File: config.mk
export PLATFORM = sky130hd
export DESIGN_NAME = quad_dac_serial_load_control
export DESIGN_NICKNAME = d
export VERILOG_FILES = /design/src/inc/dac_load_pkg.sv /design/src/inc/stream_if.sv /design/src/hw/upd_fifo.sv /design/src/hw/quad_dac_serial_load_control.sv
export SDC_FILE = /design/constraint.sdc
export NUM_CORES = 1
export LEC_CHECK = 0
export ABC_AREA = 1
export BUFFER_PORTS_ARGS = -buffer_cell sky130_fd_sc_hd__buf_2
export CORE_UTILIZATION = 55
export DETAILED_ROUTE_END_ITERATION = 7
export GPL_ROUTABILITY_DRIVEN = 0
export PLACE_DENSITY = 0.73
export SYNTH_ARGS = -nofsm -noshare
export SYNTH_HDL_FRONTEND = slang
export SYNTH_SLANG_ARGS = --single-unit
export TNS_END_PERCENT = 1
File: constraint.sdc
create_clock -name clk -period 6.5 [get_ports clk]
set_input_delay 1.3 -clock clk [delete_from_list [all_inputs] [get_ports clk]]
set_output_delay 1.3 -clock clk [all_outputs]
set_load 0.02 [all_outputs]
File: src/inc/dac_load_pkg.sv
// constants shared by the quad converter load control and its bench
package dac_load_pkg;
    localparam int WORD_BITS = 16;
    localparam int CODE_BITS = 12;
    localparam int ADDR_W = 2;
    localparam int NUM_CH = 4;
    localparam int ADDR_MSB = 15;
    localparam int ADDR_LSB = 14;
    localparam int FULL_SCALE_STEPS = 4096;
    localparam logic [11:0] ZERO_CODE = 12'h000;
    localparam logic [11:0] MID_CODE = 12'h800;
    localparam logic [11:0] CODE_RST = 12'h000;
    localparam logic [15:0] SHIFT_RST = 16'h0000;
    localparam int UPD_W = 48;
    localparam int FIFO_DEPTH = 8;
    // pin vector positions
    localparam int PIN_N = 7;
    localparam int PIN_DIN = 0;
    localparam int PIN_CLK = 1;
    localparam int PIN_CS = 2;
    localparam int PIN_LR = 3;
    localparam int PIN_LD = 4;
    localparam int PIN_RST = 5;
    localparam int PIN_SEL = 6;
    // idle levels: strobes, select and reset pin released
    localparam logic [6:0] PIN_IDLE = 7'h3E;
    // host-side timing, kept for the bench
    localparam int T_CLK_NS = 10;
    localparam int T_LD1_NS = 40;
    localparam int T_LD2_NS = 15;
    localparam int T_LDRW_NS = 45;
    localparam int T_RSSH_NS = 25;
    localparam int T_RSTW_NS = 70;
    localparam int LD1_CYC = (T_LD1_NS + T_CLK_NS - 1) / T_CLK_NS;
    localparam int LD2_CYC = (T_LD2_NS + T_CLK_NS - 1) / T_CLK_NS;
    localparam int LDRW_CYC = (T_LDRW_NS + T_CLK_NS - 1) / T_CLK_NS;
    localparam int RSSH_CYC = (T_RSSH_NS + T_CLK_NS - 1) / T_CLK_NS;
    localparam int RSTW_CYC = (T_RSTW_NS + T_CLK_NS - 1) / T_CLK_NS;
endpackage

File: src/inc/stream_if.sv
// valid/ready word channel between the load control and its buffer
`timescale 1ns/100ps
interface stream_if #(parameter int W = 48);
    logic valid;
    logic ready;
    logic [W-1:0] data;
    modport src(output valid, output data, input ready);
    modport snk(input valid, input data, output ready);
endinterface

File: src/hw/upd_fifo.sv
// small word FIFO with a registered read stage
`timescale 1ns/100ps
module upd_fifo #(
    parameter int WIDTH = 48,
    parameter int DEPTH = 8
) (
    input wire logic clk, // system clock
    input wire logic sys_rst, // synchronous reset, high
    stream_if.snk wr, // filling side
    stream_if.src rd // draining side
);
    // pointers wrap naturally, so depth must be a power of two
    localparam int AW = $clog2(DEPTH);
    logic [WIDTH-1:0] mem [DEPTH];
    logic [AW-1:0] wp_q, wp_d, rp_q, rp_d;
    logic [AW:0] cnt_q, cnt_d;
    logic ov_q, ov_d;
    logic [WIDTH-1:0] od_q, od_d;
    logic do_wr, do_rd;

    assign wr.ready = (cnt_q != (AW+1)'(DEPTH));
    assign rd.valid = ov_q;
    assign rd.data = od_q;

    always_comb begin
        do_wr = wr.valid & wr.ready;
        do_rd = (cnt_q != '0) & (~ov_q | rd.ready);
        wp_d = do_wr ? wp_q + 1'b1 : wp_q;
        rp_d = do_rd ? rp_q + 1'b1 : rp_q;
        cnt_d = cnt_q;
        if (do_wr && !do_rd) begin
            cnt_d = cnt_q + 1'b1;
        end else if (!do_wr && do_rd) begin
            cnt_d = cnt_q - 1'b1;
        end
        ov_d = do_rd ? 1'b1 : (rd.ready ? 1'b0 : ov_q);
        od_d = do_rd ? mem[rp_q] : od_q;
    end

    always_ff @(posedge clk) begin
        if (sys_rst) begin
            wp_q <= '0;
            rp_q <= '0;
            cnt_q <= '0;
            ov_q <= 1'b0;
            od_q <= '0;
        end else begin
            wp_q <= wp_d;
            rp_q <= rp_d;
            cnt_q <= cnt_d;
            ov_q <= ov_d;
            od_q <= od_d;
        end
    end

    always_ff @(posedge clk) begin
        if (do_wr) begin
            mem[wp_q] <= wr.data;
        end
    end
endmodule

File: src/hw/quad_dac_serial_load_control.sv
// serial load, input and converter registers of a quad 12-bit converter
`timescale 1ns/100ps
module quad_dac_serial_load_control
    import dac_load_pkg::*;
#(
    parameter int DEPTH = FIFO_DEPTH
) (
    input wire logic clk, // 100 MHz system clock
    input wire logic sys_rst, // synchronous reset, high
    input wire logic serial_in_line, // serial data pin
    input wire logic serial_clk, // serial clock pin
    input wire logic chip_sel_n, // chip select pin, low
    input wire logic input_latch_strobe_n, // input register load, low
    input wire logic output_latch_strobe_n, // converter update, low
    input wire logic reset_pin_n, // code reset pin, low
    input wire logic reset_code_choice, // 0 zero scale, 1 mid scale
    output logic [3:0][11:0] conv_code, // converter codes, D..A
    output logic upd_valid, // snapshot word available
    output logic [47:0] upd_data, // converter codes snapshot
    input wire logic upd_ready // consumer takes snapshot
);
    logic [PIN_N-1:0] pins_raw, meta_q, sync_q;
    logic ser_bit, shift_clk, shift_clk_q, rise;
    logic lr_low, ld_low, pin_rst;
    logic [11:0] rst_code, code;
    logic [ADDR_W-1:0] sel;
    logic [WORD_BITS-1:0] shift_q, shift_d;
    logic [NUM_CH-1:0][CODE_BITS-1:0] in_q, in_d, conv_q, conv_d, tgt;
    logic push_valid;

    stream_if #(.W(UPD_W)) push_if();
    stream_if #(.W(UPD_W)) pop_if();

    assign pins_raw = {reset_code_choice, reset_pin_n, output_latch_strobe_n,
                       input_latch_strobe_n, chip_sel_n, serial_clk,
                       serial_in_line};

    // two-flop synchronisers; the first stage feeds only the second
    for (genvar p = 0; p < PIN_N; p++) begin : g_sync
        always_ff @(posedge clk) begin
            if (sys_rst) begin
                meta_q[p] <= PIN_IDLE[p];
                sync_q[p] <= PIN_IDLE[p];
            end else begin
                meta_q[p] <= pins_raw[p];
                sync_q[p] <= meta_q[p];
            end
        end
    end

    assign ser_bit = sync_q[PIN_DIN];
    assign shift_clk = sync_q[PIN_CLK] | sync_q[PIN_CS];
    assign rise = shift_clk & ~shift_clk_q;
    assign lr_low = ~sync_q[PIN_LR];
    assign ld_low = ~sync_q[PIN_LD];
    assign pin_rst = ~sync_q[PIN_RST];
    assign rst_code = sync_q[PIN_SEL] ? MID_CODE : ZERO_CODE;
    assign sel = shift_q[ADDR_MSB:ADDR_LSB];
    // bits 13:12 are the unused pair and are simply never read
    assign code = shift_q[CODE_BITS-1:0];

    // shift stage; the reset pin has no say here
    always_comb begin
        shift_d = shift_q;
        if (rise) begin
            shift_d = {shift_q[WORD_BITS-2:0], ser_bit};
        end
    end

    always_ff @(posedge clk) begin
        if (sys_rst) begin
            shift_q <= SHIFT_RST;
            shift_clk_q <= 1'b1;
        end else begin
            shift_q <= shift_d;
            shift_clk_q <= shift_clk;
        end
    end

    // per-channel input register and converter target
    for (genvar i = 0; i < NUM_CH; i++) begin : g_ch
        always_comb begin
            in_d[i] = in_q[i];
            if (pin_rst) begin
                in_d[i] = rst_code;
            end else if (lr_low && sel == ADDR_W'(i)) begin
                in_d[i] = code;
            end
            // while latched after reset the code just stays put
            tgt[i] = conv_q[i];
            if (pin_rst) begin
                tgt[i] = rst_code;
            end else if (ld_low) begin
                tgt[i] = in_q[i];
            end
        end
    end

    // a full buffer holds all outputs back together rather than tear them;
    // reset overrides the stall and may drop its snapshot
    always_comb begin
        push_valid = (tgt != conv_q);
        conv_d = conv_q;
        if (pin_rst || push_if.ready) begin
            conv_d = tgt;
        end
    end

    always_ff @(posedge clk) begin
        if (sys_rst) begin
            in_q <= {NUM_CH{CODE_RST}};
            conv_q <= {NUM_CH{CODE_RST}};
        end else begin
            in_q <= in_d;
            conv_q <= conv_d;
        end
    end

    assign push_if.valid = push_valid;
    assign push_if.data = tgt;
    assign pop_if.ready = upd_ready;
    assign upd_valid = pop_if.valid;
    assign upd_data = pop_if.data;
    // straight binary, one step is full scale over 4096
    assign conv_code = conv_q;

    upd_fifo #(
        .WIDTH(UPD_W),
        .DEPTH(DEPTH)
    ) u_fifo (
        .clk(clk),
        .sys_rst(sys_rst),
        .wr(push_if),
        .rd(pop_if)
    );
endmodule

# Yosys cells after proc, flatten, opt, wreduce, memory -nomap -nowiden
# Memory sizes are Yosys's and may differ from the RTL's. A register that Yosys moved wholly into a read port is not among the register bits.
# Cells that the tools add are included.
# Widths: inputs -> output; s select.
# classes
n_eq_ne,9
n_mux,23
addsub,4
n_bitwise,9
n_reduce_logical,13
# ops
cell,n
$mux 12,17
$ne 48x48->1,1
$mux 4,2
$ne 2x1->1 const B,4
$add 3x1->3 const B,2
$logic_and 1x1->1,6
$add 4x1->4 const B,1
$eq 2x2->1 const B,2
$mux 1,4
$ne 4x4->1 const B,1
$not 1->1,4
$reduce_bool 2->1,2
$reduce_bool 4->1,1
$sub 4x1->4 const B,1
$and 1x1->1,3
$eq 2x1->1 const B,1
$logic_not 1->1,2
$logic_not 2->1,1
$or 1x1->1,2
$logic_or 1x1->1,1
# word_totals
mem_count,1
reg_bits,138
wordCells,87
ram_bits,384
in_bits,10
out_inout_bits,97
# memory_table
name,depth,width,read_ports,rd_ports_with_merged_regs,wr,line_no,rtl
u_fifo.mem,8,48,1,1,1,upd_fifo.sv:14,logic [WIDTH-1:0] mem [DEPTH];

# Logic depth before layout (Yosys ltp)
# Gate-level depths: netlist of run 1.
# logic_depth
ltp_word,8
depth_mapped,25

# By module
# A second synthesis of run 1 with hierarchy kept.
# unflattened
hier_cells,2950
hier_area_um2,25299.3
# modules_own_cells
mod,area_each_um2,cells_per_inst,seq_area_each_um2,instances
upd_fifo,18819.3,1912,12712.2,1
quad_dac_serial_load_control,6480.0,1038,2542.4,1

# Worst setup path before layout of run 1
# Ideal clock, no wire load.
# synth_path
kind,reg2reg
startpoint,register sync_q[4]
endpoint,memory u_fifo.mem[6][0] (enable)
period_less_slack_ps,5231
t_required_ps,5987
arrival_ps,4718
setup_time_ps,513
path_buffers,2
path_stages_with_launch,15
slack_ps,1269
cell_sequence,dfxtp_1 buf_6 buf_8 nand2_1 nand3_1 nand2_1 nand2_1 nand2_1 nand2_1 nor2_1 nand2_1 nor2_1 nand2_2 nand2_1 nor3_1
# synth_via
elab_chain_cells,6
word_cells_on_any_way,12
classes_between,eq/ne (1); mux (10); bitwise (1)
# synth_lines
item,line_no,rtl
from (decl),quad_dac_serial_load_control.sv:22,"logic [PIN_N-1:0] pins_raw, meta_q, sync_q;"
"from (signal, indexed assignment)",quad_dac_serial_load_control.sv:43,sync_q[p] <= PIN_IDLE[p];
"from (signal, indexed assignment)",quad_dac_serial_load_control.sv:46,sync_q[p] <= meta_q[p];
$mux 12,quad_dac_serial_load_control.sv:93,end else if (ld_low) begin
$mux 12,quad_dac_serial_load_control.sv:91,if (pin_rst) begin
via push_if.data[35],stream_if.sv:6,logic [W-1:0] data;
$ne 48x48->1,quad_dac_serial_load_control.sv:102,push_valid = (tgt != conv_q);
$and 1x1->1,upd_fifo.sv:26,do_wr = wr.valid & wr.ready;
$mux 1,upd_fifo.sv:57,if (do_wr) begin
$mux 1 (implied by the code),upd_fifo.sv:58,mem[wp_q] <= wr.data;
to (decl),upd_fifo.sv:14,
# The timed path passes the listed nets, and every way through them passes these cells.

# Worst setup path after layout of run 1
# layout_path
startpoint,register sync_q[5]
endpoint,register u_fifo.cnt_q[3]
# layout_via
elab_chain_cells,6
word_cells_on_any_way,11
classes_between,eq/ne (1); mux (5); bitwise (1); reduce/logical (4)
# layout_lines
item,line_no,rtl
$mux 12,quad_dac_serial_load_control.sv:91,
$ne 48x48->1 (*),quad_dac_serial_load_control.sv:102,
$and 1x1->1 (*),upd_fifo.sv:26,
via u_fifo.do_wr,upd_fifo.sv:19,"logic do_wr, do_rd;"
$logic_not 1->1,upd_fifo.sv:33,end else if (!do_wr && do_rd) begin
$logic_and 1x1->1,upd_fifo.sv:33,
$reduce_bool 2->1 (no line),n/a,
to (signal assigned),upd_fifo.sv:50,cnt_q <= cnt_d;
to (decl),upd_fifo.sv:16,"logic [AW:0] cnt_q, cnt_d;"
# Mark *: on every way through the listed nets, which the timed path passes. The rest lies on a longest branch.
# A chain may end at the register's enable or synchronous reset.

==> results of run 1 <==
[cells in the final DEF (no fill, tap or decap), types with 4 or more instances in the layout]
cell type     n
o21ai_0     310
buf_4        23
inv_2         4
clkbuf_8      6
nand2_1     387
a21oi_1     155
bufinv_16     5
nor3_2        5
ha_1          5
nand3_2       6
xor2_1        7
or2_2        22
edfxtp_1    384
o21ai_1      10
o22ai_1      48
nor2_1      262
buf_2       105
dfxtp_1     181
o221ai_1     48
clkbuf_1     13
inv_1       161
nand4_1      39
nor2_4        5
clkinv_1      7
nand3_1      49
clkinvlp_4    4
clkbuf_16    55
clkinv_2      8
nand2_2       5
[final cells by class]
class                   instances  share of cell area
flip-flops and latches        570               0.594
inverters                     167              0.0246
repair buffers                129              0.0280
well taps                     532              0.0259
multi-input cells            1375               0.257
clock buffers                  74              0.0587
clock inverters                28              0.0114
[routing by layer]
layer  vias up  wire length (µm)  part of all wire  global-route usage
met1      8082             23200              0.42               0.360
met5         -                 0                 0                   0
li1       7907                 -                 -                   -
met4         0              1320             0.024              0.0851
met2       653             26200              0.47               0.425
met3        91              4910             0.088              0.0466
[kinds of logic (layout without fill, tap and decap cells)]
kind of cell	count (synthesis)	count (layout)	share of synthesized area
adder cells (fa/ha/maj)	6	6	0.00358
flip-flops	570	570	0.662
AND/OR/NAND/NOR	788	788	0.141
buffers and inverters	315	398	0.0549
XOR/XNOR	7	7	0.00266
AO/OA/AOI/OAI	574	574	0.136
[worst max-delay path, cell delays in order, from the launching register on]
cell and delay (ns):
dfxtp_4 0.85, buf_4 0.43, nand3_1 0.14, nand2_1 0.07
nand2_1 0.04, nor2_1 0.10, nand2_1 0.06, nor2_1 0.11
nand2_1 0.06, nor2_1 0.16, nand2_2 0.16, nand2_1 0.24
inv_1 0.08, ha_1 0.22, inv_1 0.12, ha_1 0.27
and3_1 0.18, a211oi_1 0.23, nor2_1 0.07, nor2_1 0.09
nand2_1 0.06, o21ai_0 0.14, a21oi_1 0.06
[metrics by stage]
| step | hold WS [ns] | setup slack [ns] | total power [mW] |
|---|---|---|---|
| 6_report | 0.410 | 2.39 | 10.8 |
| 5_1_grt | 0.418 | 2.01 | 11.4 |
| 4_1_cts | 0.415 | 2.43 | 10.9 |
| 3_5_place_dp | 0.395 | 2.42 | 7.74 |
| 3_3_place_gp | 0.393 | 2.53 | 7.64 |
| 2_1_floorplan | 0.388 | 1.27 | 6.82 |
[Yosys cell counts]
master    instances
clkbuf_8          1
clkbuf_2          1
nand3_1          50
nand3_2           5
buf_2            15
nand4_1          39
clkbuf_1        118
edfxtp_1        384
nor2_1          267
o21ai_0         310
xor2_1            7
buf_1             5
buf_8             1
or2_1             3
buf_4             3
a211oi_1          1
inv_2             3
o211ai_2          1
o221ai_1         48
and2_1            1
nand3_4           1
nor3_1            7
o22ai_1          48
fa_1              1
o21ai_1          10
dfxtp_1         186
ha_1              5
inv_1           164
a31oi_1           1
or2_2            22
and3_1            1
nand2_1         387
a21oi_1         155
nand2_2           5
buf_6             4
[worst max path at each step]
stage / from / endpoint / slack [ns] / depth (start not counted)
detailed placement: sync_q[4] / u_fifo.cnt_q[3] / 2.42 / 24
floorplan: sync_q[4] / u_fifo.mem[6][0] / 1.27 / 14
global route: sync_q[5] / u_fifo.cnt_q[3] / 2.01 / 22
global placement: sync_q[5] / u_fifo.cnt_q[3] / 2.53 / 22
CTS: sync_q[4] / u_fifo.cnt_q[3] / 2.43 / 24
finish: sync_q[5] / u_fifo.cnt_q[3] / 2.39 / 22
[power by group]
group	total (mW)	internal (mW)	switching [mW]
clock network	3.16	1.83	1.33
registers	4.85	4.61	0.235
logic	2.83	0.736	2.09
total	10.8	7.18	3.66
[flip-flops by register name (all words and copies together) (netlist names)]
| name | cells |
|---|---|
| sync_q | 6 |
| u_fifo.rd.data | 48 |
| u_fifo.cnt_q | 4 |
| u_fifo.rp_q | 3 |
| shift_q | 16 |
| u_fifo.wp_q | 3 |
| in_q | 48 |
| conv_code | 48 |
| u_fifo.mem | 384 |
| u_fifo.rd.valid | 1 |
| meta_q | 7 |
| ser_bit | 1 |
| shift_clk_q | 1 |
==> results.cfg, run 1 <==
[finish]
nets = 2313
syn_to_final_growth_pct = 11.5
multi_input_area_um2 = 6600
post-route-util = 0.625
fin_cells = 2875
fillerInstances = 3250
final-seq-area_um2 = 15300
antenna_cells = 0
fin_area_um2 = 25700
drive_above_1_share = 0.114

[sta]
rsz0062_at_grt = no
relSlewSlack = 0.260
tightest_slew_ns = 1.11
report.final.slew_viol_count = 0
layout_min_cycle_time_ns = 4.11
fin_skew_ns = 0.0164
setup_viol_count_final = 0
max_freq_mhz = 243
hold_viol_final = 0
post-route-period-util = 0.632
setup-tns-final_ns = 0

[yosys]
synth_area_leaders = edfxtp_1, dfxtp_1, o21ai_0, nand2_1, nor2_1
synth_top_area_cell = edfxtp_1
synth_fp_nets = 2276
syn_area_um2 = 23000
synth_seq_area_share = 0.662
synthDistinctLibCells = 35
avgSynthCellArea_um2 = 10.2
syn-instance-count = 2260
synth_top_area_share = 0.500
yosysWarnings = 0
ys_seq_elements = 570

[global_route]
grt_max_degree = 115
grt_pass1_vias = 15800
antenna_found_initial = 1
grt_util_all_layers = 0.262
grt_pass1_wl_um = 85800
overflow = 0

[clock_tree]
cts_buffer_depth = 3
numCtsBuffers = 54
post_cts.repair.setup_buffers = 0
cts_resized = 0
cts-root-buf = clkbuf_16
cts_tree = yes
h-tree-depth = 2
clkTransAtPathRegs_ns = 0.06
worstSkewPairLatency_ns = 0.60
cts_num_sinks = 570
ctsHoldBuffers = 0

[critical_path]
cp-end-kind = flip-flop
path_class = flip-flop to flip-flop
reg2regPathDepth = 22
worstPathRequired_ns = 6.98
reg2reg_slack_ns = 2.39
start_kind = flip-flop
rr_endpoint = u_fifo.cnt_q[3]
reg2reg_from = sync_q[5]
critPathMaxFanout = 72
crit_arrival_ns = 4.59

[die]
initial_core_util = 0.560
io_pins = 107
core-area_um2 = 41100
die_x_um = 207
die-area_um2 = 42700
die_h_um = 207
num_rows = 74

[drt]
routedWlPerCell_um = 19.4
vias = 16700
avgViaCountPerCell = 5.82
drt_iter0_markers = 1677
first_pass_iters = 8
drc = 5
antenna_left = 0
drt-total-wl_um = 55700

[status]
status = finished with violations
violations = design-rule violations

[hold_path]
hold_path.class = flip-flop to flip-flop
min_to = sync_q[2]
hp-start = meta_q[2]
holdPathStages = 1

[placed_design]
portBuffers = 106
dp_hpwl_um = 32100
dp.cells = 2773
post_dp_cell_area_um2 = 23900

[job]
cap_violations = 0

[pwr]
p_per_area_nw_per_um2 = 422
ir_drop_mv = 0.298
p_leak_nw = 9.74
No activity file was read; power rests on OpenSTA's default activity.
==> inputs of run 2 (changes only) <==
==> constraint.sdc (replaced) <==
create_clock -name clk -period 3.8 [get_ports clk]
set_input_delay 0.76 -clock clk [delete_from_list [all_inputs] [get_ports clk]]
set_output_delay 0.76 -clock clk [all_outputs]
set_load 0.02 [all_outputs]
==> results.cfg, run 2 (same netlist as run 1, synthesis figures left out) <==
[status]
status = finished with violations
violations = design-rule violations

[critical_path]
critPathMaxFanout = 33
start_kind = flip-flop
worstPathRequired_ns = 4.30
cp-end-kind = flip-flop
crit_arrival_ns = 4.01
path_class = flip-flop to flip-flop

[drt]
drt_iter0_markers = 1437
antenna_left = 0
drc = 4
first_pass_iters = 8
routedWlPerCell_um = 19.1
avgViaCountPerCell = 5.80
vias = 16800
drt-total-wl_um = 55200

[finish]
layout_commonest_cell = nand2_1
largest_reg_flops = 384
nets = 2335
syn_to_final_growth_pct = 12.5
post-route-util = 0.630
fin_area_um2 = 25900
drive_above_1_share = 0.124
layout_common_cells = nand2_1, edfxtp_1, o21ai_0
antenna_cells = 0
top_register = u_fifo.mem

[die]
core-area_um2 = 41100
initial_core_util = 0.560
num_rows = 74
die_x_um = 207
die-area_um2 = 42700
die_h_um = 207
io_pins = 107

[sta]
tightest_slew_ns = 1.13
layout_min_cycle_time_ns = 3.50
rsz0062_at_grt = no
relSlewSlack = 0.245
setup_viol_count_final = 0
fin_ws_ns = 0.296
setup-tns-final_ns = 0
report.final.slew_viol_count = 0
hold_viol_final = 0
max_freq_mhz = 285
fin_skew_ns = 0.0231
post-route-period-util = 0.922

[clock_tree]
cts_tree = yes
h-tree-depth = 2
cts-root-buf = clkbuf_16
cts_num_sinks = 570
clkTransAtPathRegs_ns = 0.06
worstSkewPairLatency_ns = 0.61
numCtsBuffers = 54
ctsHoldBuffers = 0
cts_buffer_depth = 3

[hold_path]
hold_path.class = primary input to flip-flop

[pwr]
power_mw = 18.6
p_leak_nw = 9.89
ir_drop_mv = 0.532
p_per_area_nw_per_um2 = 719

[placed_design]
post_dp_cell_area_um2 = 24100
portBuffers = 106
dp_hpwl_um = 32300
post-place-ws_ns = 0.285

[global_route]
grt_pass1_wl_um = 85000
met1_usage = 0.353
grt_pass1_vias = 15800
grt_util_all_layers = 0.260
grt.busiest_layer = met2
met3_usage = 0.0429
antenna_found_initial = 0
use_met2 = 0.427
overflow = 0
grt_max_degree = 196

[job]
cap_violations = 0
-- run 2: changes by cell type in the layout (fill, tap and decap cells not counted), sizes merged --
cell	previous run	this run
bufinv	5	6
clkinv	18	21
inv	168	169
clkinvlp	4	3
buf	129	151
clkbuf	74	70
-- run 2: final timing paths --
check | from | to | slack [ns] | depth (start not counted)
max | sync_q[4] | u_fifo.cnt_q[3] | 0.30 | 22
min | chip_sel_n | meta_q[2] | 0.33 | 2
max reg2reg | sync_q[4] | u_fifo.cnt_q[3] | 0.30 | 22
min reg2reg | meta_q[6] | sync_q[6] | 0.41 | 2
-- run 2: final cells by class --
type / count / area, µm²
well taps: 532 / 666
repair buffers: 151 / 941
inverters: 167 / 631
clock inverters: 32 / 329
fillers: 3265 / 15200
flip-flops and latches: 570 / 15300
multi-input cells: 1375 / 6600
clock buffers: 70 / 1480
-- run 2: repair_timing --
item	CTS	global route
resized for setup	0	0
buffers inserted	0	1
setup endpoints to repair	0	1
-- run 2: critical path, stage by stage (launching register included) --
cell and delay [ns]:
dfxtp_2 0.35, buf_4 0.33, nand2_1 0.11, nand3_1 0.14
inv_2 0.11, nand2_1 0.07, nand4_1 0.07, nor2_1 0.15
nand2_1 0.13, nor2_1 0.14, nand2_2 0.14, nand2_1 0.15
inv_1 0.07, ha_1 0.21, inv_1 0.12, ha_1 0.28
and3_1 0.18, a211oi_1 0.23, nor2_1 0.07, nor2_1 0.09
nand2_1 0.07, o21ai_0 0.16, a21oi_1 0.06
-- run 2: where the power goes --
part / internal [mW] / switching, mW
Sequential: 7.88 / 0.410
Clock: 3.16 / 2.30
Combinational: 1.34 / 3.54
-- run 2: layer usage --
metal / up-vias / share of wire / wire length, µm
li1: 7921 / - / -
met1: 8164 / 0.42 / 23100
met2: 617 / 0.48 / 26400
met3: 102 / 0.079 / 4390
met4: 0 / 0.024 / 1340
met5: - / 0 / 0
-- run 2: per-stage QoR --
step | hold WS [ns] | cells
2_1_floorplan | 0.388 | 2260
3_3_place_gp | 0.394 | 2794
3_5_place_dp | 0.394 | 2794
4_1_cts | 0.310 | 2896
5_1_grt | 0.315 | 2897
6_report | 0.328 | 2897
